$ cat src/twx_consts.vh
`ifndef TWX_CONSTS_VH
`define TWX_CONSTS_VH

// data path widths and holding register count
`define TWX_PTR_W 21
`define TWX_ADDR_W 12
`define TWX_HOLD_N 8
`define TWX_HOLD_IDX_W 3

// opcode fields
`define TWX_TW_OP 14'h0003
`define TWX_TST_OP 7'h33
`define TWX_XOR_OP 8'h0a

// table write pointer modes
`define TWX_TW_KEEP 2'h0
`define TWX_TW_POSTINC 2'h1
`define TWX_TW_POSTDEC 2'h2
`define TWX_TW_PREINC 2'h3

// access bank split and indexed offset limit
`define TWX_ACC_SPLIT 8'h60
`define TWX_IDX_MAX 8'h5f
`define TWX_ACC_LO_BANK 4'h0
`define TWX_ACC_HI_BANK 4'hf

// phases of one instruction cycle
`define TWX_Q1 2'h0
`define TWX_Q2 2'h1
`define TWX_Q3 2'h2
`define TWX_Q4 2'h3

// reset values
`define TWX_PTR_RST 21'h000000
`define TWX_ACC_RST 8'h00

`endif

$ cat src/twx_hold_regs.v
`timescale 1ns/1ps
`include "twx_consts.vh"

module twx_hold_regs
(
    input wire clock_i,
    input wire rst_n_i,
    input wire wr_en_i,
    input wire [`TWX_HOLD_IDX_W-1:0] wr_idx_i,
    input wire [7:0] wr_data_i,
    input wire [`TWX_HOLD_IDX_W-1:0] rd_idx_i,
    output reg [7:0] rd_data_o
);

    wire [8*`TWX_HOLD_N-1:0] flat_w;

    genvar gi;
    generate
        for (gi = 0; gi < `TWX_HOLD_N; gi = gi + 1)
        begin : g_hold
            reg [7:0] byte_r;
            always @(posedge clock_i or negedge rst_n_i)
            begin
                if (!rst_n_i)
                    byte_r <= 8'hff;
                else if (wr_en_i && (wr_idx_i == gi))
                    byte_r <= wr_data_i;
            end
            assign flat_w[8*gi+7:8*gi] = byte_r;
        end
    endgenerate

    // staged bytes, read back only
    always @(posedge clock_i or negedge rst_n_i)
    begin
        if (!rst_n_i)
            rd_data_o <= 8'h00;
        else
            rd_data_o <= flat_w[8*rd_idx_i +: 8];
    end

endmodule

$ cat src/twx_exec.v
`timescale 1ns/1ps
`include "twx_consts.vh"

module twx_exec
(
    input wire clock_i,
    input wire rst_n_i,
    input wire [15:0] instr_i,
    input wire instr_valid_i,
    input wire next_two_word_i,
    input wire [7:0] table_latch_i,
    input wire ptr_wr_i,
    input wire [`TWX_PTR_W-1:0] ptr_wdata_i,
    input wire acc_wr_i,
    input wire [7:0] acc_wdata_i,
    input wire [3:0] bank_select_register_i,
    input wire ext_set_en_i,
    input wire [`TWX_ADDR_W-1:0] index_base_i,
    input wire [7:0] dmem_rdata_i,
    input wire [`TWX_HOLD_IDX_W-1:0] hold_rd_idx_i,
    output wire [1:0] phase_o,
    output wire instr_ack_o,
    output wire discard_o,
    output reg [`TWX_ADDR_W-1:0] dmem_addr_o,
    output reg dmem_rd_o,
    output wire [`TWX_PTR_W-1:0] table_pointer_o,
    output wire table_byte_hi_o,
    output wire [7:0] accumulator_o,
    output wire neg_o,
    output wire zero_o,
    output wire [7:0] hold_rd_data_o
);

    // states: one instruction cycle each
    localparam ST_RUN = 2'h0;
    localparam ST_TW2 = 2'h1;
    localparam ST_SKIP1 = 2'h2;
    localparam ST_SKIP2 = 2'h3;

    // decoded kinds
    localparam OP_NONE = 2'h0;
    localparam OP_TW = 2'h1;
    localparam OP_TST = 2'h2;
    localparam OP_XOR = 2'h3;

    reg [1:0] q_r;
    reg [1:0] st_r;
    reg [1:0] st_nxt;
    reg [1:0] op_r;
    reg [1:0] op_nxt;
    reg [15:0] ir_r;
    reg [7:0] opnd_r;
    reg [7:0] latch_r;
    reg zero_hit_r;
    reg two_word_r;
    reg [`TWX_PTR_W-1:0] table_pointer_r;
    reg [7:0] acc_r;
    reg neg_r;
    reg zero_r;
    reg hold_we_r;
    reg [`TWX_ADDR_W-1:0] eff_addr;
    reg [7:0] xor_res;

    wire [7:0] file_w;
    wire acc_bit_w;
    wire [1:0] tw_mode_w;

    assign file_w = ir_r[7:0];
    assign acc_bit_w = ir_r[8];
    assign tw_mode_w = ir_r[1:0];

    assign phase_o = q_r;
    assign table_pointer_o = table_pointer_r;
    assign table_byte_hi_o = table_pointer_r[0];
    assign accumulator_o = acc_r;
    assign neg_o = neg_r;
    assign zero_o = zero_r;

    // end of the last cycle of an instruction
    assign instr_ack_o = (q_r == `TWX_Q4) && (st_nxt == ST_RUN);
    assign discard_o = (q_r == `TWX_Q4) &&
        ((st_r == ST_SKIP1) || (st_r == ST_SKIP2));

    always @(posedge clock_i or negedge rst_n_i)
    begin
        if (!rst_n_i)
            q_r <= `TWX_Q1;
        else
            q_r <= q_r + 2'h1;
    end

    // decode of a new word in phase one
    always @*
    begin
        op_nxt = OP_NONE;
        if (instr_valid_i)
        begin
            if (instr_i[15:2] == `TWX_TW_OP)
                op_nxt = OP_TW;
            else if (instr_i[15:9] == `TWX_TST_OP)
                op_nxt = OP_TST;
            else if (instr_i[15:8] == `TWX_XOR_OP)
                op_nxt = OP_XOR;
        end
    end

    // file address forming
    always @*
    begin
        eff_addr = {bank_select_register_i, file_w};
        if (!acc_bit_w)
        begin
            if (ext_set_en_i && (file_w <= `TWX_IDX_MAX))
                eff_addr = index_base_i + {4'h0, file_w};
            else if (file_w < `TWX_ACC_SPLIT)
                eff_addr = {`TWX_ACC_LO_BANK, file_w};
            else
                eff_addr = {`TWX_ACC_HI_BANK, file_w};
        end
    end

    always @*
    begin
        xor_res = acc_r ^ opnd_r;
    end

    // next instruction cycle
    always @*
    begin
        st_nxt = ST_RUN;
        case (st_r)
            ST_RUN:
            begin
                if (op_r == OP_TW)
                    st_nxt = ST_TW2;
                else if ((op_r == OP_TST) && zero_hit_r)
                    st_nxt = ST_SKIP1;
            end
            ST_SKIP1:
            begin
                if (two_word_r)
                    st_nxt = ST_SKIP2;
            end
            ST_TW2:
                st_nxt = ST_RUN;
            ST_SKIP2:
                st_nxt = ST_RUN;
            default:
                st_nxt = ST_RUN;
        endcase
    end

    always @(posedge clock_i or negedge rst_n_i)
    begin
        if (!rst_n_i)
            st_r <= ST_RUN;
        else if (q_r == `TWX_Q4)
            st_r <= st_nxt;
    end

    // decode, read, process, write
    always @(posedge clock_i or negedge rst_n_i)
    begin
        if (!rst_n_i)
        begin
            op_r <= OP_NONE;
            ir_r <= 16'h0000;
            opnd_r <= 8'h00;
            latch_r <= 8'h00;
            zero_hit_r <= 1'b0;
            two_word_r <= 1'b0;
            dmem_addr_o <= {`TWX_ADDR_W{1'b0}};
            dmem_rd_o <= 1'b0;
            hold_we_r <= 1'b0;
        end
        else
        begin
            dmem_rd_o <= 1'b0;
            hold_we_r <= 1'b0;
            case (q_r)
                `TWX_Q1:
                begin
                    if (st_r == ST_RUN)
                    begin
                        op_r <= op_nxt;
                        ir_r <= instr_i;
                        zero_hit_r <= 1'b0;
                    end
                end
                `TWX_Q2:
                begin
                    if ((st_r == ST_RUN) && (op_r == OP_TST))
                    begin
                        dmem_addr_o <= eff_addr;
                        dmem_rd_o <= 1'b1;
                    end
                    if ((st_r == ST_RUN) && (op_r == OP_XOR))
                        opnd_r <= ir_r[7:0];
                    if (st_r == ST_TW2)
                        latch_r <= table_latch_i;
                end
                `TWX_Q3:
                begin
                    if ((st_r == ST_RUN) && (op_r == OP_TST))
                    begin
                        zero_hit_r <= (dmem_rdata_i == 8'h00);
                        two_word_r <= next_two_word_i;
                    end
                    // holding write lands in phase four
                    if (st_r == ST_TW2)
                        hold_we_r <= 1'b1;
                end
                `TWX_Q4:
                begin
                    if (st_nxt == ST_RUN)
                        op_r <= OP_NONE;
                end
                default:
                begin
                    op_r <= op_r;
                end
            endcase
        end
    end

    always @(posedge clock_i or negedge rst_n_i)
    begin
        if (!rst_n_i)
            table_pointer_r <= `TWX_PTR_RST;
        else if ((q_r == `TWX_Q4) && (st_r == ST_RUN) && (op_r == OP_TW)
            && (tw_mode_w == `TWX_TW_PREINC))
            table_pointer_r <= table_pointer_r + 21'h1;
        else if ((q_r == `TWX_Q4) && (st_r == ST_TW2)
            && (tw_mode_w == `TWX_TW_POSTINC))
            table_pointer_r <= table_pointer_r + 21'h1;
        else if ((q_r == `TWX_Q4) && (st_r == ST_TW2)
            && (tw_mode_w == `TWX_TW_POSTDEC))
            table_pointer_r <= table_pointer_r - 21'h1;
        else if (ptr_wr_i)
            table_pointer_r <= ptr_wdata_i;
    end

    // accumulator and flags
    always @(posedge clock_i or negedge rst_n_i)
    begin
        if (!rst_n_i)
        begin
            acc_r <= `TWX_ACC_RST;
            neg_r <= 1'b0;
            zero_r <= 1'b0;
        end
        else if ((q_r == `TWX_Q4) && (st_r == ST_RUN)
            && (op_r == OP_XOR))
        begin
            // result and N, Z in phase four
            acc_r <= xor_res;
            neg_r <= xor_res[7];
            zero_r <= (xor_res == 8'h00);
        end
        else if (acc_wr_i)
            acc_r <= acc_wdata_i;
    end

    // holding register chosen by pointer low bits
    // staging only, no program memory write here
    twx_hold_regs u_hold
    (
        .clock_i(clock_i),
        .rst_n_i(rst_n_i),
        .wr_en_i(hold_we_r),
        .wr_idx_i(table_pointer_r[`TWX_HOLD_IDX_W-1:0]),
        .wr_data_i(latch_r),
        .rd_idx_i(hold_rd_idx_i),
        .rd_data_o(hold_rd_data_o)
    );

endmodule

$ cat config.mk
export PLATFORM = sky130hd
export DESIGN_NAME = twx_exec
export DESIGN_NICKNAME = d
export VERILOG_FILES = /design/src/twx_hold_regs.v /design/src/twx_exec.v
export VERILOG_INCLUDE_DIRS = /design/src
export SDC_FILE = /design/constraint.sdc
export NUM_CORES = 1
export LEC_CHECK = 0
export ABC_AREA = 1
export BUFFER_PORTS_ARGS = -buffer_cell sky130_fd_sc_hd__buf_2
export CAP_MARGIN = 0
export CORE_MARGIN = 1
export CORE_UTILIZATION = 50
export CTS_CLUSTER_DIAMETER = 100
export DETAILED_ROUTE_END_ITERATION = 10
export PLACE_DENSITY = 0.72
export SYNTH_ARGS = -nofsm -noshare
export SYNTH_HDL_FRONTEND = slang
export SYNTH_SLANG_ARGS = --single-unit
$ cat constraint.sdc
create_clock -name clock_i -period 2.1 [get_ports clock_i]
set_input_delay 0.42 -clock clock_i [delete_from_list [all_inputs] [get_ports clock_i]]
set_output_delay 0.42 -clock clock_i [all_outputs]
set_load 0.01 [all_outputs]
# Word-level counts from Yosys, hierarchy flattened
# Cells that the tools add are included.
# op_classes
n_bitwise	1
order_cmp	2
mux	27
n_reduce_logical	40
add_sub_neg	4
n_shift	1
n_eq_ne	25
# ops
cell	count
21-bit 2-to-1 mux	4
64-bit by 7-bit indexed part select with 8-bit output	1
12-bit 2-to-1 mux	3
21-bit by 1-bit adder with 21-bit output (second input constant)	1
1-bit logical AND	21
21-bit by 1-bit subtractor with 21-bit output (second input constant)	1
2-bit 2-to-1 mux	9
2-bit == test (second input constant)	8
8-bit logical NOT	2
8-bit 2-to-1 mux	2
14-bit by 2-bit == test with 1-bit output (second input constant)	1
12-bit by 8-bit adder with 12-bit output	1
3-bit == test (second input constant)	4
2-bit AND reduction	5
2-bit by 1-bit == test with 1-bit output (second input constant)	4
8-bit by 4-bit == test with 1-bit output (second input constant)	1
8-bit by 7-bit less-or-equal comparator with 1-bit output (second input constant)	1
8-bit by 7-bit < comparator with 1-bit output (second input constant)	1
8-bit bitwise XOR	1
7-bit by 6-bit == test with 1-bit output (second input constant)	1
3-bit by 2-bit == test with 1-bit output (second input constant)	2
2-bit logical NOT	3
1-bit 2-to-1 mux	6
2-bit one-hot mux with 3 select lines	1
12 further kinds	16
# word_totals
register_bits	150
input_bits	87
out_inout_bits	57

# Longest topological paths before layout
# Gate-level depths: netlist of run 1.
# logic_depth
ltp_word	8
mapped_depth	13

# By module
# Synthesis of run 1 repeated with hierarchy kept, for this count alone.
# unflattened
cells_unflattened	1240
hier_area_um2	8957.3
# modules_own_cells
module	area_each_um2	cells_each	instances
twx_exec	5481.5	793	1
twx_hold_regs	3475.8	447	1

# Worst setup path before layout of run 1
# No wires, ideal clock.
# synth_path
path_type	flip-flop to flip-flop
start	register q_r[0], in the netlist phase_o[0]
end	register table_pointer_r[2], in the netlist table_pointer_o[2]
stages_incl_launch_ff	11
arrival_ns	1.623
n_path_buf	3
path_slack_ns	0.345
period_less_slack_ns	1.755
cell_sequence	dfrtp_1 > ha_1 > buf_4 > inv_2 > nor2_1 > nand3_1 > nand2_4 > buf_6 > buf_6 > nor3_1 > o22ai_2
# synth_via
elab_chain_cells	6
elab_cells_between_ends	11
cone_classes	eq/ne (1); mux (3); reduce/logical (7)
# synth_rtl
element	line_no	rtl
start, declared	twx_exec.v:46	reg [1:0] q_r;
start signal, assigned	twx_exec.v:87	q_r <= `TWX_Q1;
start signal, assigned	twx_exec.v:89	q_r <= q_r + 2'h1;
2-bit == test *	--	
1-bit logical AND	twx_exec.v:233, twx_exec.v:236	
1-bit logical AND	twx_exec.v:236	else if ((q_r == `TWX_Q4) && (st_r == ST_TW2)
21-bit 2-to-1 mux	twx_exec.v:236	
21-bit 2-to-1 mux	twx_exec.v:233	else if ((q_r == `TWX_Q4) && (st_r == ST_TW2)
21-bit 2-to-1 mux	twx_exec.v:230	else if ((q_r == `TWX_Q4) && (st_r == ST_RUN) && (op_r == OP_TW)
end signal, assigned	twx_exec.v:232	table_pointer_r <= table_pointer_r + 21'h1;
end signal, assigned	twx_exec.v:235	table_pointer_r <= table_pointer_r + 21'h1;
end signal, assigned	twx_exec.v:238	table_pointer_r <= table_pointer_r - 21'h1;
end, declared	twx_exec.v:56	reg [`TWX_PTR_W-1:0] table_pointer_r;
# Every way passes the cells marked *; elsewhere a longest branch is shown, timed or not.
# A chain may end at the register's enable or synchronous reset.

# Final worst setup path of run 1
# layout_path
start	register q_r[0], in the netlist phase_o[0]
end	output instr_ack_o
# layout_via
elab_chain_cells	2
# layout_rtl
element	line_no	rtl
2-bit == test	--	
1-bit logical AND	twx_exec.v:80	assign instr_ack_o = (q_r == `TWX_Q4) && (st_nxt == ST_RUN);
end, declared	twx_exec.v:22	output wire instr_ack_o,
# No other way between the ends.

==> impl_metrics.json, run 1 <==
{
  "rsz0062_at_grt": "no",
  "outcome": "completed",
  "cts.path.max_buffers": 2,
  "ant_nets": 0,
  "critPathKind": "flop to primary output",
  "drv_slew": 0,
  "netlist_area_um2": 8630,
  "cts-buffers-inserted": 17,
  "grt_pass1_wl_um": 37300,
  "n_antenna_cell": 0,
  "setup.worst_path.end_class": "primary output",
  "antenna_found_initial": 0,
  "finalSetupViolCount": 0,
  "p_total_uw": 7190,
  "cts_sinks": 150,
  "finalCriticalPeriod_ps": 2010,
  "drt_iter0_markers": 510,
  "max_cap_viol_count": 0,
  "vias_per_cell": 5.34,
  "initial_core_util": 0.517,
  "finClkSkew_ps": 14.2,
  "synth_top_family_by_area": "simple AND/OR/NAND/NOR gates",
  "grt_max_degree": 56,
  "synth_nets": 1253,
  "powerDensity_nw_per_um2": 700,
  "max_freq_mhz": 497,
  "peakVddDrop_uv": 625,
  "rows": 47,
  "synthAdderAreaFrac": 0.0299,
  "drive_gt1_frac": 0.241,
  "final_cell_mix": "nand2_1, nor2_1, buf_2",
  "pin_count": 144,
  "place_congestion": 0.916,
  "crit_path_start_kind": "flop",
  "worstPathArrival_ps": 1590,
  "hp-class": "primary input to flop",
  "synth_compound_area_frac": 0.145,
  "worstPathMaxFanout": 4,
  "grt_pass1_vias": 7701,
  "die_area_um2": 17800,
  "synth_seq_cells": 150,
  "core_um2": 16700,
  "cts_tree": "built",
  "synthMuxAreaShare": 0.00130,
  "die_y_um": 133,
  "tns_ps": 0,
  "vias": 8137,
  "worst_slew_pin_slew_ps": 637,
  "hold_viol_final": 0,
  "yosysSeqAreaShare": 0.444,
  "max-slew-margin-rel": 0.574,
  "syn2layout_area_growth_pct": 19.1,
  "p_leak_uw": 0.00478,
  "hpwl_um": 16000,
  "synth_xor_area_frac": 0.0193,
  "portBuffers": 143,
  "grt_util_all_layers": 0.264,
  "drt_first_pass_iters": 5,
  "yosysWarnings": 0,
  "worst_skew_pair.late_latency_ps": 430,
  "wl_per_cell_um": 14.6,
  "synth_cell_types": 46,
  "clkTransAtPathRegs_ps": 70,
  "overflow": 0,
  "yosys.area_share.simple": 0.289,
  "layout.nets": 1398,
  "fin_crit_sh": 0.957,
  "drt-total-wl_um": 22300,
  "root_buffer": "clkbuf_16",
  "timing.reg2reg.setup_slack_ps": 160,
  "final_common_cell": "nand2_1",
  "htreeDepth": 4,
  "drc": 0,
  "syn_avg_cell_area_um2": 7.53,
  "required_ps": 1680,
  "synth_cells": 1146,
  "die_w_um": 133,
  "num-fill-cells": 1533
}
## sequential cells by signal, summed over array words and instances (netlist names), 2 cells and up
signal                flops
u_hold.g_hold.byte_r     64
table_pointer_o          21
dmem_addr_o              12
ir_r                      9
accumulator_o             8
latch_r                   8
opnd_r                    8
u_hold.rd_data_o          8
op_r                      2
phase_o                   2
st_r                      2
## report_power, final
| part | internal, µW | switching (µW) | total, µW | leakage [µW] |
|---|---|---|---|---|
| combinational | 338 | 564 | 902 | 0.00279 |
| sequential | 3000 | 128 | 3120 | 0.00169 |
| clock | 1800 | 1360 | 3170 | 0.000298 |
| total | 5140 | 2060 | 7190 | 0.00478 |
## worst max-delay path: stages (launching register included)
cell and delay [ps]:
dfrtp_2 410, ha_4 170, inv_2 40, buf_4 140, nor3_1 210, buf_2 190
## cell families after synthesis
| group | Yosys count |
|---|---|
| buf+inv | 150 |
| simple gates | 576 |
| fa+ha+maj | 20 |
| flops | 150 |
| compound gates | 230 |
| xor+xnor | 19 |
| mux | 1 |
## layer usage
| metal | share of wire | global-route usage | vias up |
|---|---|---|---|
| li1 | - | - | 4061 |
| met5 | 0 | 0 | - |
| met2 | 0.48 | 0.427 | 253 |
| met1 | 0.46 | 0.363 | 3798 |
| met3 | 0.051 | 0.0422 | 25 |
| met4 | 0.014 | 0.0827 | 0 |
## layout make-up
class / count / area, µm² / area share
well taps: 220 / 275 / 0.0268
flip-flops and latches: 150 / 3840 / 0.373
clock inverters: 15 / 185 / 0.0180
repair buffers: 170 / 965 / 0.0939
multi-input cells: 846 / 4190 / 0.408
inverters: 106 / 400 / 0.0390
clock buffers: 17 / 425 / 0.0414
## cells in the mapped netlist (all sizes together)
cell,instances,area (µm²)
a21boi,1,7.51
a21o,1,7.51
a21oi,46,230
a31oi,8,50.1
and3,2,12.5
buf,18,124
clkbuf,26,98.8
dfrtp,86,2150
dfstp,64,1680
fa,1,20.0
ha,19,238
inv,106,400
mux2,1,11.3
nand2,283,1090
nand3,100,548
nand3b,1,7.51
nand4,15,93.8
nor2,157,631
nor3,9,56.3
nor4,5,31.3
o211ai,8,60.1
o21ai,154,805
o22ai,11,81.3
o31ai,1,7.51
or2,4,25.0
xnor2,4,35.0
xor2,15,131
## stage by stage
| stage | setup slack, ps | utilization | instances | hold slack, ps | instance area, µm² |
|---|---|---|---|---|---|
| 2_1_floorplan | 345 | - | 1146 | 124 | 8630 |
| 3_3_place_gp | 178 | 0.577 | 1490 | 419 | 9630 |
| 3_5_place_dp | 95.7 | 0.577 | 1490 | 416 | 9630 |
| 4_1_cts | 8.03 | 0.615 | 1523 | 230 | 10300 |
| 5_1_grt | 0.876 | 0.615 | 1524 | 242 | 10300 |
| 6_report | 89.8 | 0.615 | 1524 | 238 | 10300 |
## repair_timing
item,CTS,global route
pin swaps,0,1
buffers inserted,0,1
hold endpoints to repair,27,0
setup endpoints to repair,1,1
resized for setup,2,3
hold buffers,1,0
## final timing paths
check | from | to | cells past startpoint
min in group asynchronous | rst_n_i | neg_o$_DFFE_PN0P_ | 2
setup reg to reg | ir_r[0]$_DFFE_PN0P_ | dmem_addr_o[6]$_DFFE_PN0P_ | 10
hold reg to reg | neg_o$_DFFE_PN0P_ | neg_o$_DFFE_PN0P_ | 2
setup / recovery | phase_o[0]$_DFF_PN0_ | instr_ack_o | 5
max in group asynchronous | rst_n_i | u_hold.g_hold[3].byte_r[1]$_DFFE_PN1P_ | 3
hold / removal | table_latch_i[5] | latch_r[5]$_DFFE_PN0P_ | 3
No activity file was read; power rests on OpenSTA's default activity.
==> inputs of run 2 (changes only) <==
Clock period 2.1 ns to 2.43 ns, I/O delays scaled along.
==> run 2 against run 1 <==
Largest cell class unchanged. First-iteration DRC count rose by 24%. Worst hold slack improved by 47 ps. Clock power is 22% lower. Highest routed layer unchanged. Register-to-register slack improved by 150 ps. Via count fell by 2.4%. Cell count fell by 0.98%. Die area unchanged. Combinational power decreased by 14%. Critical path type unchanged. Non-clock buffer count fell by 15.
==> impl_metrics.json, run 2 (synthesis results as in run 1) <==
{
  "r2r_cells": 10,
  "die_area_um2": 17800,
  "critPathKind": "flop to primary output",
  "clkTransAtPathRegs_ps": 60,
  "core_um2": 16700,
  "sequentialPowerShare": 0.456,
  "finalSetupViolCount": 0,
  "outcome": "completed",
  "grt_util_all_layers": 0.269,
  "cts_tree": "built",
  "rows": 47,
  "worst_skew_pair.late_latency_ps": 430,
  "place_congestion": 0.940,
  "grt_pass1_vias": 7523,
  "cts_resized": 0,
  "final_common_cell": "nand2_1",
  "rsz0062_at_grt": "no",
  "grt_pass1_wl_um": 37800,
  "worstPathArrival_ps": 1710,
  "cts-buffers-inserted": 17,
  "die_w_um": 133,
  "max_freq_mhz": 456,
  "pin_count": 144,
  "setup.worst_path.end_class": "primary output",
  "drv_slew": 0,
  "top_register": "u_hold.g_hold.byte_r",
  "cts_sinks": 150,
  "overflow": 0,
  "p_sw_uw": 1730,
  "hold_end": "two_word_r$_DFFE_PN0P_",
  "peakVddDrop_uv": 426,
  "r2r_start": "phase_o[0]$_DFF_PN0_",
  "hold_viol_final": 0,
  "cts.path.max_buffers": 2,
  "hp-class": "primary input to flop",
  "max_cap_viol_count": 0,
  "worst_slew_pin_slew_ps": 672,
  "drt-total-wl_um": 22500,
  "post_cts_buffers": 0,
  "finalCriticalPeriod_ps": 2190,
  "root_buffer": "clkbuf_16",
  "initial_core_util": 0.517,
  "final_cell_mix": "nand2_1, nor2_1, buf_2",
  "hold_depth": 2,
  "tns_ps": 0,
  "syn2layout_area_growth_pct": 16.6,
  "required_ps": 1940,
  "largest_reg_flops": 64,
  "ant_nets": 0,
  "p_total_uw": 5930,
  "antenna_found_initial": 0,
  "dp_cells": 1476,
  "min-delay-start": "next_two_word_i",
  "drc": 0,
  "drt_iter0_markers": 634,
  "crit_path_start_kind": "flop",
  "layout.nets": 1383,
  "final_cells": 1509,
  "reg2reg_to": "table_pointer_o[6]$_DFFE_PN0P_",
  "powerDensity_nw_per_um2": 589,
  "worstPathMaxFanout": 8,
  "finClkSkew_ps": 10.5,
  "drive_gt1_frac": 0.229,
  "hpwl_um": 15900,
  "p_clk_frac": 0.414,
  "die_y_um": 133,
  "max-slew-margin-rel": 0.551,
  "cts_hold_buf": 1,
  "combinationalPowerShare": 0.130,
  "timing.reg2reg.setup_slack_ps": 310,
  "internal_power_uw": 4200,
  "drt_first_pass_iters": 7,
  "fin_crit_sh": 0.902,
  "htreeDepth": 4,
  "portBuffers": 143,
  "vias": 7945,
  "wl_per_cell_um": 14.9,
  "p_leak_uw": 0.00468,
  "vias_per_cell": 5.27,
  "grt_max_degree": 48,
  "swShare": 0.292,
  "n_antenna_cell": 0
}
## run 2: area by class of cell
class                           instances  area (µm²)
Inverter                              106         400
Timing Repair Buffer                  155         840
Sequential cell                       150        3830
Fill cell                            1591        6640
Clock inverter                         15         116
Clock buffer                           17         425
Multi-Input combinational cell        846        4180
Tap cell                              220         275
## run 2: power groups by stage
stage	clock [µW]	sequential [µW]	combinational, µW
floorplan	0	2720	461
global placement	0	2740	763
detailed placement	0	2740	774
CTS	2500	2700	781
global route	2600	2720	881
finish	2460	2700	773
## run 2: metrics by stage
step	util	instance area (µm²)	setup WS [ps]	hold slack (ps)
floorplan	-	8630	616	190
global placement	0.570	9510	394	446
detailed placement	0.570	9510	322	447
CTS	0.603	10100	233	278
global route	0.603	10100	57.9	283
finish	0.603	10100	239	286
## run 2: worst max path at each step
stage                               startpoint                             end  slack (ps)  depth (start not counted)
after floorplan                index_base_i[0]      dmem_addr_o[6]$_DFFE_PN0P_         620                         10
after global placement    phase_o[0]$_DFF_PN0_  table_pointer_o[6]$_DFFE_PN0P_         390                         10
after detailed placement  phase_o[1]$_DFF_PN0_  table_pointer_o[6]$_DFFE_PN0P_         320                         10
after CTS                 phase_o[1]$_DFF_PN0_                     instr_ack_o         230                          4
after global routing      phase_o[1]$_DFF_PN0_  table_pointer_o[6]$_DFFE_PN0P_          60                         10
final                     phase_o[0]$_DFF_PN0_                     instr_ack_o         240                          4
## run 2: critical path, stage by stage, from the launching register on
cell,delay (ps)
dfrtp_1,390
ha_1,360
inv_2,120
nor3_1,220
buf_2,180
## run 2: metal layers
| metal | wire, µm | part of all wire | global-route usage | vias to the layer above |
|---|---|---|---|---|
| li1 | - | - | - | 4034 |
| met1 | 10300 | 0.46 | 0.370 | 3640 |
| met2 | 10700 | 0.47 | 0.435 | 235 |
| met3 | 1150 | 0.051 | 0.0430 | 36 |
| met4 | 381 | 0.017 | 0.0865 | 0 |
| met5 | 0 | 0 | 0 | - |
==> inputs of run 3 (changes only) <==
Settings changed: CORE_MARGIN 1 to 2, RECOVER_POWER set to 50.
==> run 3 against run 2 <==
First-iteration DRC count decreased by 1.3%. Worst hold slack improved by 7.2 ps. Wire length down 0.38%. Critical endpoint unchanged. Power shrank 1.7%. Via count is 0.83% higher. Die area increased by 3.0%.
==> impl_metrics.json, run 3 (synthesis results as in run 1) <==
{
  "final_cell_mix": "nand2_1, nor2_1, o21ai_0",
  "finClkSkew_ps": 11.7,
  "fin_crit_sh": 0.905,
  "worst_slew_pin_slew_ps": 1420,
  "hpwl_um": 15900,
  "crit_path_start_kind": "flop",
  "hp-class": "primary input to flop",
  "max-slew-margin-rel": 0.0514,
  "routed-wl-met2_um": 10500,
  "outcome": "completed",
  "die_area_um2": 18300,
  "hold_viol_final": 0,
  "worstPathArrival_ps": 1710,
  "portBuffers": 143,
  "post_cts_buffers": 0,
  "grt_max_degree": 59,
  "setup.worst_path.end_class": "primary output",
  "cts.path.max_buffers": 2,
  "final_common_cell": "nand2_1",
  "layout.nets": 1379,
  "wl_met3_um": 1390,
  "critPathSlowestCell": "dfrtp_1",
  "die_y_um": 135,
  "sequentialPowerShare": 0.464,
  "drt_first_pass_iters": 6,
  "internal_power_uw": 4230,
  "core_um2": 17100,
  "drt_iter0_markers": 626,
  "powerDensity_nw_per_um2": 585,
  "cts_sinks": 150,
  "htreeDepth": 4,
  "syn2layout_area_growth_pct": 15.6,
  "required_ps": 1940,
  "cts_resized": 0,
  "finalSetupViolCount": 0,
  "p_clk_frac": 0.406,
  "clkTransAtPathRegs_ps": 60,
  "wl_per_cell_um": 14.9,
  "antenna_found_initial": 0,
  "cts_tree": "built",
  "dp_cells": 1478,
  "cts_hold_buf": 0,
  "p_sw_uw": 1610,
  "top_register": "u_hold.g_hold.byte_r",
  "drv_slew": 0,
  "max_freq_mhz": 455,
  "place_area_um2": 9500,
  "pin_count": 144,
  "grt_util_all_layers": 0.252,
  "tns_ps": 0,
  "grt_pass1_wl_um": 36800,
  "rows": 48,
  "drc": 0,
  "holdWs_ps": 293,
  "worst_skew_pair.late_latency_ps": 430,
  "wl_met1_um": 10200,
  "swShare": 0.275,
  "grt_pass1_vias": 7435,
  "num-fill-cells": 1612,
  "initial_core_util": 0.506,
  "routed.top_layer": "met4",
  "combinationalPowerShare": 0.130,
  "cpPeakStageDelay_ps": 400,
  "finalCriticalPeriod_ps": 2200,
  "die_w_um": 135,
  "drt-total-wl_um": 22400,
  "cts-buffers-inserted": 17,
  "drive_gt1_frac": 0.216,
  "max_cap_viol_count": 0,
  "place_congestion": 0.916,
  "critPathKind": "flop to primary output",
  "vias": 8011,
  "vias_per_cell": 5.31,
  "final_area_um2": 9970,
  "overflow": 0,
  "n_antenna_cell": 0,
  "p_leak_uw": 0.00461,
  "cp_cell_sequence": "ha_1 -> inv_2 -> nor3_1 -> buf_2",
  "root_buffer": "clkbuf_16",
  "final_cells": 1510,
  "rsz0062_at_grt": "no",
  "ant_nets": 0,
  "worstPathMaxFanout": 8,
  "peakVddDrop_uv": 512,
  "largest_reg_flops": 64
}
-- run 3: cell type report --
| class | instances | area [µm²] | area share |
|---|---|---|---|
| Multi-Input combinational cell | 846 | 4170 | 0.418 |
| Tap cell | 225 | 282 | 0.0282 |
| Inverter | 106 | 400 | 0.0401 |
| Clock inverter | 7 | 47.5 | 0.00477 |
| Timing Repair Buffer | 151 | 763 | 0.0765 |
| Clock buffer | 25 | 475 | 0.0477 |
| Sequential cell | 150 | 3830 | 0.384 |
-- run 3: through the flow --
step	setup slack, ps	power (µW)	util
6_report	231	5830	0.585
4_1_cts	236	5880	0.588
2_1_floorplan	616	3180	-
3_3_place_gp	452	3500	0.557
5_1_grt	143	6080	0.585
3_5_place_dp	392	3510	0.557
-- run 3: worst max-delay path: cells and delay by family, from the launching register on --
kind / cells / cell delay, ps
simple gates: 1 / 210
flops: 1 / 400
buf+inv: 2 / 310
fa+ha+maj: 1 / 370
-- run 3: final timing paths --
check                           cells after the start                             end                 start  slack [ps]
min in group asynchronous                           1               neg_o$_DFFE_PN0P_               rst_n_i         400
worst min register to register                      2               neg_o$_DFFE_PN0P_     neg_o$_DFFE_PN0P_         470
worst min-delay path                                2          two_word_r$_DFFE_PN0P_       next_two_word_i         290
max in group asynchronous                           2  table_pointer_o[3]$_DFFE_PN0P_               rst_n_i         540
worst max register to register                     10  table_pointer_o[6]$_DFFE_PN0P_  phase_o[1]$_DFF_PN0_         390
worst max-delay path                                4                     instr_ack_o  phase_o[1]$_DFF_PN0_         230
-- run 3: routing by layer --
layer	up-vias	track usage
met5	-	0
met3	27	0.0501
met1	3710	0.348
met2	270	0.409
met4	0	0.0683
li1	4004	-
-- run 3: power groups by stage --
stage	clock network, µW	logic (µW)	registers (µW)
global route	2510	862	2710
detailed placement	0	772	2740
global placement	0	762	2740
CTS	2410	775	2700
finish	2370	760	2700
floorplan	0	461	2720
